===== src/logic_cell_pkg.sv =====
// Purpose: Shared constants and types for the configurable logic cell model
// Assumes: AXI4-Lite register slave with 32-bit data, one aligned word per register
// Notes:   Offsets are byte addresses; all bit positions are named here
package logic_cell_pkg;

  ////////////////////////////////////////////////////////////////////////////////
  // Register map
  localparam logic [7:0] OFS_CTRL     = 8'h00;
  localparam logic [7:0] OFS_CONTENTS = 8'h04;
  localparam logic [7:0] OFS_STATUS   = 8'h08;

  // Control register fields
  localparam int CTRL_RUN_BIT       = 0;
  localparam int CTRL_MODE_LSB      = 1;
  localparam int CTRL_RAM_INV_BIT   = 4;
  localparam int CTRL_FF_INV_BIT    = 5;
  localparam int CTRL_INIT_VAL_BIT  = 6;
  localparam int CTRL_PRELOAD_BIT   = 7;

  // Status register fields
  localparam int STAT_COLLIDE_BIT   = 0;
  localparam int STAT_RUN_BIT       = 1;
  localparam int STAT_FFQ_BIT       = 2;

  // Reset values
  localparam logic [31:0] CTRL_RESET     = 32'h0000_0000;
  localparam logic [31:0] CONTENTS_RESET = 32'h0000_0000;

  // AXI response codes
  localparam logic [1:0] RESP_OKAY   = 2'h0;
  localparam logic [1:0] RESP_SLVERR = 2'h2;

  // Shift register geometry
  localparam int SHIFT_DEPTH = 8;
  localparam int SHIFT_MSB   = 7;

  ////////////////////////////////////////////////////////////////////////////////
  // Operating modes of the cell pair
  typedef enum logic [2:0] {
    MODE_RAM16  = 3'h0,
    MODE_RAM32  = 3'h1,
    MODE_DUAL   = 3'h3,
    MODE_ROM16  = 3'h2,
    MODE_ROM32  = 3'h6,
    MODE_SHIFT  = 3'h7
  } cell_mode_t;

  // Initialization phase versus normal operation
  typedef enum logic {
    PH_INIT = 1'b0,
    PH_RUN  = 1'b1
  } phase_t;

endpackage


===== src/cell_store_if.sv =====
// Purpose: Carrier between the cell controller and its bit storage
// Assumes: One clock; all requests are single-cycle strobes
// Notes:   DEPTH sets the number of one-bit words
`timescale 1ns/10ps
`default_nettype none
interface cell_store_if #(
  parameter int DEPTH = 32
);
  localparam int AW = $clog2(DEPTH);

  logic             initLoad;   // Replace whole image
  logic [DEPTH-1:0] initImage;  // Image to load
  logic             wrA;        // Port A write strobe
  logic [AW-1:0]    addrA;      // Port A address
  logic             dataA;      // Port A data
  logic             wrB;        // Port B write strobe
  logic [AW-1:0]    addrB;      // Port B address
  logic             dataB;      // Port B data
  logic             shift;      // Shift strobe, low eight words
  logic             shiftIn;    // Bit entering word 0
  logic [DEPTH-1:0] contents;   // Current stored bits

  modport ctrl (output initLoad, initImage, wrA, addrA, dataA, wrB, addrB, dataB,
                output shift, shiftIn, input contents);
  modport store (input initLoad, initImage, wrA, addrA, dataA, wrB, addrB, dataB,
                 input shift, shiftIn, output contents);
endinterface
`default_nettype wire


===== src/cell_storage.sv =====
// Purpose: Bit array of the cell pair with two write ports and a shift path
// Assumes: Write and shift strobes are qualified by the controller with the active cell edge
// Notes:   Reads are the raw array; the controller selects bits combinationally
`timescale 1ns/10ps
`default_nettype none
module cell_storage
  import logic_cell_pkg::*;
#(
  parameter int DEPTH = 32
)(
  input wire logic    clk,
  input wire logic    rst_b,
  cell_store_if.store st
);

  // Array must hold at least the shift stages and a full sixteen-word block
  if (DEPTH < 16 || (DEPTH & (DEPTH - 1)) != 0) begin : g_bad_depth
    $error("cell_storage: DEPTH must be a power of two, at least 16");
  end

  typedef struct packed {
    logic [DEPTH-1:0] bits;
  } store_state_t;

  store_state_t cur;   // Registered state
  store_state_t nxt;   // Next state

  //////////////////////////////////////////////////////////////////////////////
  // Next state: init load beats shifting, port A is applied last so it wins
  always_comb begin
    nxt = cur;
    if (st.initLoad) begin
      nxt.bits = st.initImage;
    end else if (st.shift) begin
      // Word 0 takes the serial bit, each of the low seven words moves one place up
      nxt.bits[SHIFT_MSB:0] = {cur.bits[SHIFT_MSB-1:0], st.shiftIn};
    end else begin
      if (st.wrB) begin
        nxt.bits[st.addrB] = st.dataB;
      end
      if (st.wrA) begin
        nxt.bits[st.addrA] = st.dataA;
      end
    end
  end

  // Register the array
  always_ff @(posedge clk or negedge rst_b) begin
    if (!rst_b) begin
      cur <= '0;
    end else begin
      cur <= nxt;
    end
  end

  assign st.contents = cur.bits;

endmodule
`default_nettype wire


===== src/logic_cell.sv =====
// Purpose: Memory and sequential modes of one logic cell or a cell pair
// Assumes: Cell inputs are synchronous to clk; cellClk is sampled, not a clock
// Notes:   Software fills contents and control while stopped, then sets run
`timescale 1ns/10ps
`default_nettype none

// Summary of operation
// - Four or five address bits select words
// - RAM writes on active edge when enabled
// - Write edge polarity chosen by configuration
// - RAM read follows address without clock
// - Contents loaded during initialization phase
// - Two ports, sixteen words, shared clock
// - Same-address differing writes flag chained error
// - ROM output follows four or five address bits
// - ROM contents never change while running
// - Eight stages, serial in, serial out
// - Shift/load low writes addressed stage only
// - Shift/load high shifts toward stage seven
// - Serial output is stage seven
// - Tap output shows addressed stage
// - Enable low holds all eight stages
// - Flip-flop captures only with enable high
// - Flip-flop edge polarity selectable
// - Preload high forces preload value immediately
// - Unused preload tied low, synchronous operation
// - Initial value held against writes during init
module logic_cell
  import logic_cell_pkg::*;
#(
  parameter int DEPTH = 32
)(
  input  wire logic        clk,
  input  wire logic        rst_b,
  // AXI4-Lite slave
  input  wire logic [7:0]  awaddr,
  input  wire logic        awvalid,
  output logic             awready,
  input  wire logic [31:0] wdata,
  input  wire logic [3:0]  wstrb,
  input  wire logic        wvalid,
  output logic             wready,
  output logic [1:0]       bresp,
  output logic             bvalid,
  input  wire logic        bready,
  input  wire logic [7:0]  araddr,
  input  wire logic        arvalid,
  output logic             arready,
  output logic [31:0]      rdata,
  output logic [1:0]       rresp,
  output logic             rvalid,
  input  wire logic        rready,
  // Cell clock and memory ports
  input  wire logic        cellClk,
  input  wire logic [4:0]  address,
  input  wire logic        dataIn,
  input  wire logic        writeEnable,
  input  wire logic [3:0]  addressB,
  input  wire logic        dataInB,
  input  wire logic        writeEnableB,
  output logic             dataOut,
  output logic             dataOutB,
  input  wire logic        errorChainIn,
  output logic             errorChainOut,
  // Shifter
  input  wire logic        shift_not_load,
  input  wire logic        serial_in,
  input  wire logic        parallel_in,
  input  wire logic        shiftEnable,
  output logic             serial_out,
  // Flip-flop
  input  wire logic        ffD,
  input  wire logic        ffClockEnable,
  input  wire logic        preload_in,
  output logic             ffQ
);

  // The five-bit address and the shifter need exactly this array size
  if (DEPTH != 32) begin : g_bad_depth
    $error("logic_cell: DEPTH must be 32");
  end

  ////////////////////////////////////////////////////////////////////////////////
  // State
  typedef struct packed {
    phase_t      phase;       // Init or running
    cell_mode_t  mode;        // Operating mode
    logic        ramInvert;   // RAM/shifter writes on falling cellClk
    logic        ffInvert;    // Flip-flop on falling cellClk
    logic        init_value;  // Flip-flop value during init
    logic        preload_value; // Flip-flop value under preload
    logic        prevClk;     // cellClk one cycle ago
    logic        ffState;     // Flip-flop storage
    logic        collision;   // Sticky write contention
    logic        awPend;      // Write address held
    logic [7:0]  awAddr;
    logic        wPend;       // Write data held
    logic [31:0] wData;
    logic [3:0]  wStrb;
    logic        bvalid;
    logic [1:0]  bresp;
    logic        rvalid;
    logic [31:0] rdata;
    logic [1:0]  rresp;
  } cell_state_t;

  cell_state_t cur;  // Registered state
  cell_state_t nxt;  // Next state

  cell_store_if #(.DEPTH(DEPTH)) st ();

  logic        rise;       // cellClk rising seen this cycle
  logic        fall;       // cellClk falling seen this cycle
  logic        ramEdge;    // Active edge for memory and shifter
  logic        ffEdge;     // Active edge for the flip-flop
  logic        running;    // Not in initialization
  logic [31:0] ctrlWord;   // Control register as read
  logic [31:0] statWord;   // Status register as read
  logic [31:0] merged;     // Byte-merged write value
  logic [31:0] oldWord;    // Word being written, before merge
  logic        doWrite;    // Register write performed this cycle
  logic        contend;    // Contention seen at this edge

  ////////////////////////////////////////////////////////////////////////////////
  // Edge detection on the sampled cell clock
  // No synchroniser: cell inputs come from the same clock domain
  assign rise    = cellClk & ~cur.prevClk;
  assign fall    = ~cellClk & cur.prevClk;
  assign ramEdge = cur.ramInvert ? fall : rise;
  assign ffEdge  = cur.ffInvert ? fall : rise;
  assign running = (cur.phase == PH_RUN);

  // Register images for reads and merges
  always_comb begin
    ctrlWord = '0;
    ctrlWord[CTRL_RUN_BIT] = running;
    ctrlWord[CTRL_MODE_LSB +: 3] = cur.mode;
    ctrlWord[CTRL_RAM_INV_BIT] = cur.ramInvert;
    ctrlWord[CTRL_FF_INV_BIT] = cur.ffInvert;
    ctrlWord[CTRL_INIT_VAL_BIT] = cur.init_value;
    ctrlWord[CTRL_PRELOAD_BIT] = cur.preload_value;
    statWord = '0;
    statWord[STAT_COLLIDE_BIT] = cur.collision;
    statWord[STAT_RUN_BIT] = running;
    statWord[STAT_FFQ_BIT] = ffQ;
  end

  // Byte-lane merge of the pending write
  always_comb begin
    case (cur.awAddr)
      OFS_CTRL: oldWord = ctrlWord;
      OFS_CONTENTS: oldWord = st.contents;
      default: oldWord = '0;
    endcase
    for (int i = 0; i < 4; i++) begin
      merged[i*8 +: 8] = cur.wStrb[i] ? cur.wData[i*8 +: 8] : oldWord[i*8 +: 8];
    end
  end

  assign doWrite = cur.awPend & cur.wPend & ~cur.bvalid;

  // Contention: both ports write one word with differing data
  assign contend = running && (cur.mode == MODE_DUAL) && ramEdge && writeEnable && writeEnableB &&
                   (address[3:0] == addressB) && (dataIn != dataInB);

  ////////////////////////////////////////////////////////////////////////////////
  // Storage requests
  always_comb begin
    st.initLoad  = 1'b0;
    st.initImage = merged;
    st.wrA       = 1'b0;
    st.addrA     = address;
    st.dataA     = dataIn;
    st.wrB       = 1'b0;
    st.addrB     = {1'b0, addressB};
    st.dataB     = dataInB;
    st.shift     = 1'b0;
    st.shiftIn   = serial_in;
    // Image loads only while stopped, so ROM stays fixed in operation
    if (doWrite && cur.awAddr == OFS_CONTENTS && !running) begin
      st.initLoad = 1'b1;
    end
    if (running && ramEdge) begin
      case (cur.mode)
        MODE_RAM16: begin
          st.wrA   = writeEnable;
          st.addrA = {1'b0, address[3:0]};
        end
        MODE_RAM32: begin
          st.wrA = writeEnable;
        end
        MODE_DUAL: begin
          // Port A wins a contended word; the error flag reports it
          st.wrA   = writeEnable;
          st.addrA = {1'b0, address[3:0]};
          st.wrB   = writeEnableB;
        end
        MODE_SHIFT: begin
          if (shiftEnable) begin
            if (shift_not_load) begin
              st.shift = 1'b1;
            end else begin
              st.wrA   = 1'b1;
              st.addrA = {2'b00, address[2:0]};
              st.dataA = parallel_in;
            end
          end
        end
        default: begin
          // ROM modes never write
          st.wrA = 1'b0;
        end
      endcase
    end
  end

  cell_storage #(.DEPTH(DEPTH)) u_storage (
    .clk   (clk),
    .rst_b (rst_b),
    .st    (st.store)
  );

  ////////////////////////////////////////////////////////////////////////////////
  // Combinational read paths
  always_comb begin
    case (cur.mode)
      MODE_RAM32, MODE_ROM32: dataOut = st.contents[address];
      MODE_SHIFT: dataOut = st.contents[{2'b00, address[2:0]}];
      default: dataOut = st.contents[{1'b0, address[3:0]}];
    endcase
  end

  assign dataOutB      = st.contents[{1'b0, addressB}];
  assign serial_out    = st.contents[SHIFT_MSB];
  assign errorChainOut = errorChainIn | cur.collision;
  // Preload shows at once, without waiting for an edge
  assign ffQ = (running && preload_in) ? cur.preload_value : cur.ffState;

  ////////////////////////////////////////////////////////////////////////////////
  // Next state: configuration, flip-flop, contention flag, bus slave
  always_comb begin
    nxt = cur;
    nxt.prevClk = cellClk;

    // Flip-flop: init value first, then preload, then enabled edge
    if (!running) begin
      nxt.ffState = cur.init_value;
    end else if (preload_in) begin
      nxt.ffState = cur.preload_value;
    end else if (ffEdge && ffClockEnable) begin
      nxt.ffState = ffD;
    end

    // Bus handshakes
    if (awvalid && !cur.awPend) begin
      nxt.awPend = 1'b1;
      nxt.awAddr = awaddr;
    end
    if (wvalid && !cur.wPend) begin
      nxt.wPend = 1'b1;
      nxt.wData = wdata;
      nxt.wStrb = wstrb;
    end
    if (cur.bvalid && bready) begin
      nxt.bvalid = 1'b0;
    end

    // Register write once address and data are both held
    if (doWrite) begin
      nxt.awPend = 1'b0;
      nxt.wPend  = 1'b0;
      nxt.bvalid = 1'b1;
      nxt.bresp  = RESP_OKAY;
      case (cur.awAddr)
        OFS_CTRL: begin
          nxt.phase         = merged[CTRL_RUN_BIT] ? PH_RUN : PH_INIT;
          nxt.mode          = cell_mode_t'(merged[CTRL_MODE_LSB +: 3]);
          nxt.ramInvert     = merged[CTRL_RAM_INV_BIT];
          nxt.ffInvert      = merged[CTRL_FF_INV_BIT];
          nxt.init_value    = merged[CTRL_INIT_VAL_BIT];
          nxt.preload_value = merged[CTRL_PRELOAD_BIT];
        end
        OFS_CONTENTS: begin
          // Loaded by the storage strobe; ignored while running
          nxt.bresp = RESP_OKAY;
        end
        OFS_STATUS: begin
          if (cur.wStrb[0] && cur.wData[STAT_COLLIDE_BIT]) begin
            nxt.collision = 1'b0;
          end
        end
        default: begin
          nxt.bresp = RESP_SLVERR;
        end
      endcase
    end

    // A new contention beats a clear in the same cycle
    if (contend) begin
      nxt.collision = 1'b1;
    end

    // Read channel: one read in flight, answer on the next cycle
    if (cur.rvalid && rready) begin
      nxt.rvalid = 1'b0;
    end
    if (arvalid && !cur.rvalid) begin
      nxt.rvalid = 1'b1;
      nxt.rresp  = RESP_OKAY;
      case (araddr)
        OFS_CTRL: nxt.rdata = ctrlWord;
        OFS_CONTENTS: nxt.rdata = st.contents;
        OFS_STATUS: nxt.rdata = statWord;
        default: begin
          nxt.rdata = '0;
          nxt.rresp = RESP_SLVERR;
        end
      endcase
    end
  end

  // Register all state
  always_ff @(posedge clk or negedge rst_b) begin
    if (!rst_b) begin
      cur <= '0;
    end else begin
      cur <= nxt;
    end
  end

  assign awready = ~cur.awPend;
  assign wready  = ~cur.wPend;
  assign bvalid  = cur.bvalid;
  assign bresp   = cur.bresp;
  assign arready = ~cur.rvalid;
  assign rvalid  = cur.rvalid;
  assign rdata   = cur.rdata;
  assign rresp   = cur.rresp;

endmodule
`default_nettype wire


===== config.mk =====
export PLATFORM = sky130hd
export DESIGN_NAME = logic_cell
export DESIGN_NICKNAME = d
export VERILOG_FILES = /design/src/logic_cell_pkg.sv /design/src/cell_store_if.sv /design/src/cell_storage.sv /design/src/logic_cell.sv
export SDC_FILE = /design/constraint.sdc
export NUM_CORES = 1
export LEC_CHECK = 0
export ABC_AREA = 1
export BUFFER_PORTS_ARGS = -buffer_cell sky130_fd_sc_hd__clkbuf_2
export CORE_MARGIN = 5
export CORE_UTILIZATION = 58
export CTS_BUF_LIST = sky130_fd_sc_hd__clkbuf_2
export DETAILED_ROUTE_END_ITERATION = 7
export GPL_TIMING_DRIVEN = 0
export PLACE_DENSITY_LB_ADDON = 0.12
export SYNTH_ARGS = -nofsm -noshare
export SYNTH_HDL_FRONTEND = slang
export SYNTH_SLANG_ARGS = --single-unit

===== constraint.sdc =====
create_clock -name clk -period 2.49 [get_ports clk]
set_clock_uncertainty 0.1 [all_clocks]
set_input_delay 0.249 -clock clk [delete_from_list [all_inputs] [get_ports clk]]
set_output_delay 0.249 -clock clk [all_outputs]
set_load 0.1 [all_outputs]

* After elaboration in Yosys (flattened, before gate mapping) *
Cells that the tools add are included.

storage, ports and cells
  flip-flop bits (word level) = 127
  bits in latches = 0
  RAM bits = 0
  memory bits (read-only) = 0
  input bits = 81
  output and inout bits = 46
  logic and storage cells = 166
  memories kept = 0

operators by class
  add/subtract/negate cells = 0
  multipliers = 0
  div/mod/pow operators = 0
  $lt $le $gt $ge = 7
  equal/unequal tests = 15
  shift operators = 0
  mux-type cells = 67
  bitwise logic cells = 11
  reductions and logical operators = 43

operators with widths
  operator                                                     number
  2-to-1 mux 32 bit                                            5
  case mux 32 bit (3 select lines)                             1
  bitwise mux 32 bit                                           2
  case mux 32 bit (2 select lines)                             1
  2-to-1 mux 8 bit                                             5
  2-to-1 mux 37 bit                                            1
  2-to-1 mux 35 bit                                            1
  2-to-1 mux 1 bit                                             33
  2-to-1 mux 24 bit                                            1
  logical AND 1 bit                                            19
  == test 8 x 3 -> 1 bit (second input constant)               2
  == test 8 x 4 -> 1 bit (second input constant)               2
  logical NOT 8 bit                                            2
  2-to-1 mux 5 bit                                             3
  nonzero test 2 bit                                           7
  less-than comparator 4 x 6 -> 1 bit (second input constant)  2
  less-than comparator 5 x 6 -> 1 bit (second input constant)  2
  case mux 5 bit (2 select lines)                              1
  2-to-1 mux 9 bit                                             1
  != test 3 bit (second input constant)                        3
  OR reduction 3 bit                                           3
  binary-select mux 1 bit (select 4 bit)                       2
  AND reduction 2 bit                                          4
  == test 3 bit (second input constant)                        2
  other kinds (23)                                             38

* Logic depth before layout (Yosys ltp) *
  depth after elaboration = 13
  gate-level depth with buffers = 15
  mapped depth without buffers = 14

* Modules after synthesis *
A second synthesis with hierarchy kept.

unflattened totals
  cells, all modules = 1210
  area, all modules = 8549.4 µm²

by module, submodules not included
  module        instances  cells each  area an instance (µm²)
  logic_cell    1          662         5571.6
  cell_storage  1          548         2977.9

* Worst setup path after synthesis *
OpenSTA, ideal clock, no wires.

  kind = flip-flop to flip-flop
  start = reg cur, in the netlist rvalid
  end = reg cur, in the netlist rdata[17]
  setup time = 0.083 ns
  arrival = 2.675 ns
  path slack = -0.368 ns
  cell stages (with the launch flop) = 8
  path buffers = 2
  cell sequence = dfrtp_1 > inv_1 > nand2_1 > inv_1 > clkbuf_1 > buf_2 > nand2_1 > o21ai_0

between the ends
  longest elaborated chain between the ends = 2

ends and longest elaborated chain
  item                    line               text
  from (decl)             logic_cell.sv:107  cell_state_t cur;
  from (signal assigned)  logic_cell.sv:327  cur <= nxt;
  logical NOT 1 bit       logic_cell.sv:307  if (arvalid && !cur.rvalid) begin
  logical AND 1 bit       logic_cell.sv:307

No other way between the ends.
A chain may end at the register's enable or synchronous reset.

* Worst setup path in the final report *
  start = reg u_storage.cur, in the netlist u_storage.st.contents[5]
  end = out dataOut

between the ends
  longest elaborated chain between the ends = 3

ends and longest elaborated chain
  item                                                            line                                                     text
  from (decl)                                                     cell_storage.sv:25                                       store_state_t cur;
  from (signal assigned)                                          cell_storage.sv:52                                       cur <= nxt;
  binary-select mux 1 bit (select 5 bit) (tied with other cells)  logic_cell.sv:227                                        MODE_RAM32, MODE_ROM32: dataOut = st.contents[address];
  2-to-1 mux 1 bit, on equally long branches                      logic_cell.sv:227, logic_cell.sv:228, logic_cell.sv:229
  case mux 1 bit (2 select lines) *                               logic_cell.sv:226                                        case (cur.mode)
  to (decl)                                                       logic_cell.sv:61                                         output logic dataOut,

Mark *: on every way between the ends. The rest lies on a longest branch, timed or not. The select of a mux whose other input is x is not followed.

==> results.md <==
- Total track usage: 0.315
- Number of port buffers: 120
- Pre-CTS setup slack: -0.0558 ns
- I/O pins: 127
- Top FF cell, synth: dfrtp_1
- Vias in the first global route: 7199
- First-pass DRT Iterations: 8
- DRC: 0
- Initial antenna violation count: 0
- Max VDD drop: 1.12 mV
- N_diodes: 0
- WHS: 0.0841 ns
- Post-synth EDFFs: 0
- Worst setup EP type: primary output
- Pwr Density: 777 nW/um^2
- Fin cells: 1411
- Root Buffer: clkbuf_2
- Post-synth top area cell: dfrtp_1
- Actual slew at the worst max-slew pin: 0.794 ns
- HP Class: input pin to flip-flop
- Status: completed
- Setup CP Type: flip-flop to primary output
- CTS tree: done
- MaxCap Viol Count: 0
- Setup TNS: 0 ns
- CP max FO: 4
- Vias per cell: 5.49
- Vias: 7751
- Mapped Area: 7540 sq um
- Remaining global-route overflow: 0
- Pwr Total: 7.37 mW
- Critical Path RT: 2.14 ns
- Core Util, Final: 0.749
- Chip width: 124 microns
- Die height: 124 microns
- Share of Yosys cell area claimed by the top area cell type: 0.415
- Die Footprint: 15400 sq um
- Initial DRC count: 694
- Rows: 41
- Clk_lat worst skew: 0.70 ns
- Placed insts: 1304
- Area grow syn2layout: 25.9%
- Ys Warns: 0
- Synth cell count leaders: 293 x nand2_1, 125 x dfrtp_1, 86 x inv_1, 83 x nor2_1, 68 x nand3_1
- CTS sink cnt: 125
- Routability congestion estimate: 0.962
- Final worst path period share: 0.996
- Register area share after synthesis: 0.415
- # setup viols final: 0
- Unique cell type count in the Yosys netlist: 43
- HPWL Detailed: 15.9 mm
- Clock transition at the registers of the reported paths: 0.18 ns
- Fillers: 1013
- Post-synth ARST share: 1.00
- Post-DR wirelength/cell: 16.3 microns
- Total CTS buffers: 17
- Final nets: 1309
- CTS max path bufs: 2
- Most numerous cell in the Yosys netlist: nand2_1
- Lkg Pwr: 4.79 nW
- Area contributors post-synth: dfrtp_1 42%, nand2_1 15%, mux2_2 4.9%
- Cells after synthesis: 1010
- Starting Density: 0.595
- Final WS setup: 0.0109 ns
- Placement-stage cell area: 8400 sq um
- Critical Path Start Type: flip-flop
- H-tree depth: 4
- First-pass GRT wire length: 36.8 mm
- Layout cells sized above 1: 0.236
- Largest net degree at the start of global routing: 81
- Final hold vios: 0
- DRT Wirelength: 23.1 mm
- Core area: 12700 sq um
- Data arrival, critical path: 2.13 ns
- Final non-filler cell area: 9490 sq um
- Syn Area/Cell: 7.46 sq um
- Fin crit period: 2.48 ns
- RSZ-0062 raised after global routing: true
- Slew Limit Fails: 0
- Final antenna-violating net count: 0
- Highest Clock Rate: 403 MHz
- Register-to-Register Setup Slack: 0.11 ns
- Number of synthesized register bits: 125
- Max_slew headroom: 0.471
[logic make-up (layout without fill, tap and decap cells)]
kind of cell	count (synthesis)	after routing	synth area share
and+or+nand+nor	507	507	0.293
buffers and inverters	181	409	0.112
AOI/OAI and AO/OA	161	161	0.128
DFF	125	125	0.415
muxes	33	33	0.0493
xor gates and xnor gates	2	2	0.00232
other	1	2	0.000498
[cells in the final DEF (no fill, tap or decap), types with 3 or more instances in the layout]
| cell | count |
|---|---|
| a21oi_1 | 37 |
| a22oi_1 | 6 |
| a22oi_2 | 3 |
| buf_2 | 6 |
| buf_4 | 46 |
| bufinv_16 | 4 |
| clkbuf_1 | 27 |
| clkbuf_2 | 136 |
| clkinv_1 | 8 |
| dfrtp_1 | 120 |
| dfrtp_2 | 5 |
| dlygate4sd3_1 | 70 |
| inv_1 | 81 |
| inv_2 | 18 |
| mux2_2 | 33 |
| nand2_1 | 291 |
| nand2_2 | 7 |
| nand3_1 | 68 |
| nand4_1 | 33 |
| nor2_1 | 83 |
| nor2_2 | 8 |
| nor3_1 | 4 |
| o211ai_1 | 16 |
| o21ai_0 | 58 |
| o21ai_1 | 8 |
| o221ai_1 | 11 |
| o22ai_1 | 10 |
| o31ai_1 | 3 |
[power breakdown]
| part | switching (mW) | internal (mW) | leakage [nW] |
|---|---|---|---|
| Sequential | 0.538 | 2.60 | 1.55 |
| Combinational | 1.83 | 1.02 | 3.10 |
| Clock | 0.741 | 0.640 | 0.147 |
| Total | 3.11 | 4.26 | 4.79 |
[final cells by class]
cell class | count | area (sq um) | area share
plain buffers | 76 | 450 | 0.0475
clock buffers | 19 | 95.1 | 0.0100
clock inverters | 11 | 151 | 0.0160
inverters | 104 | 397 | 0.0418
multi-input cells | 705 | 3600 | 0.380
flip-flops and latches | 125 | 3130 | 0.330
well taps | 172 | 215 | 0.0227
repair buffers | 199 | 1440 | 0.152
[what timing repair did]
item	4_1_cts	5_1_grt
hold buffers	72	0
gates resized for setup	13	9
buffers inserted	5	2
pin swaps	2	10
endpoints found under the setup margin	2	8
endpoints found under the hold margin	199	0
[registers in the layout (all words and copies together), names as in the netlist]
name                   flops
rdata                     32
rvalid                     1
cur                       49
bvalid                     1
bresp                      1
u_storage.st.contents     32
ctrlWord                   7
running                    1
rresp                      1
[metal layers]
layer | track usage | vias to the layer above | wire length, microns
met1 | 0.438 | 3565 | 9630
li1 | - | 3749 | -
met4 | 0.120 | 0 | 584
met2 | 0.496 | 380 | 10600
met3 | 0.0559 | 57 | 2290
met5 | 0 | - | 0
[path summary, 6_finish.rpt]
path,start,endpoint,cells after the start
max,u_storage.st.contents[5],dataOut,7
min,shift_not_load,u_storage.st.contents[5],6
max reg2reg,bvalid,cur[84],5
min in group asynchronous,rst_b,cur[43],4
min reg2reg,rdata[2],rdata[2],2
max in group asynchronous,rst_b,rdata[17],4
[critical path, cell delays in order (launching register included)]
cell and delay [ns]:
dfrtp_1 0.48, a22oi_1 0.18, nand3_1 0.12, nand3_1 0.13, nand2_1 0.08, a21oi_2 0.15
nand2_2 0.09, clkbuf_16 0.20
(Power assumes the default switching activity.)
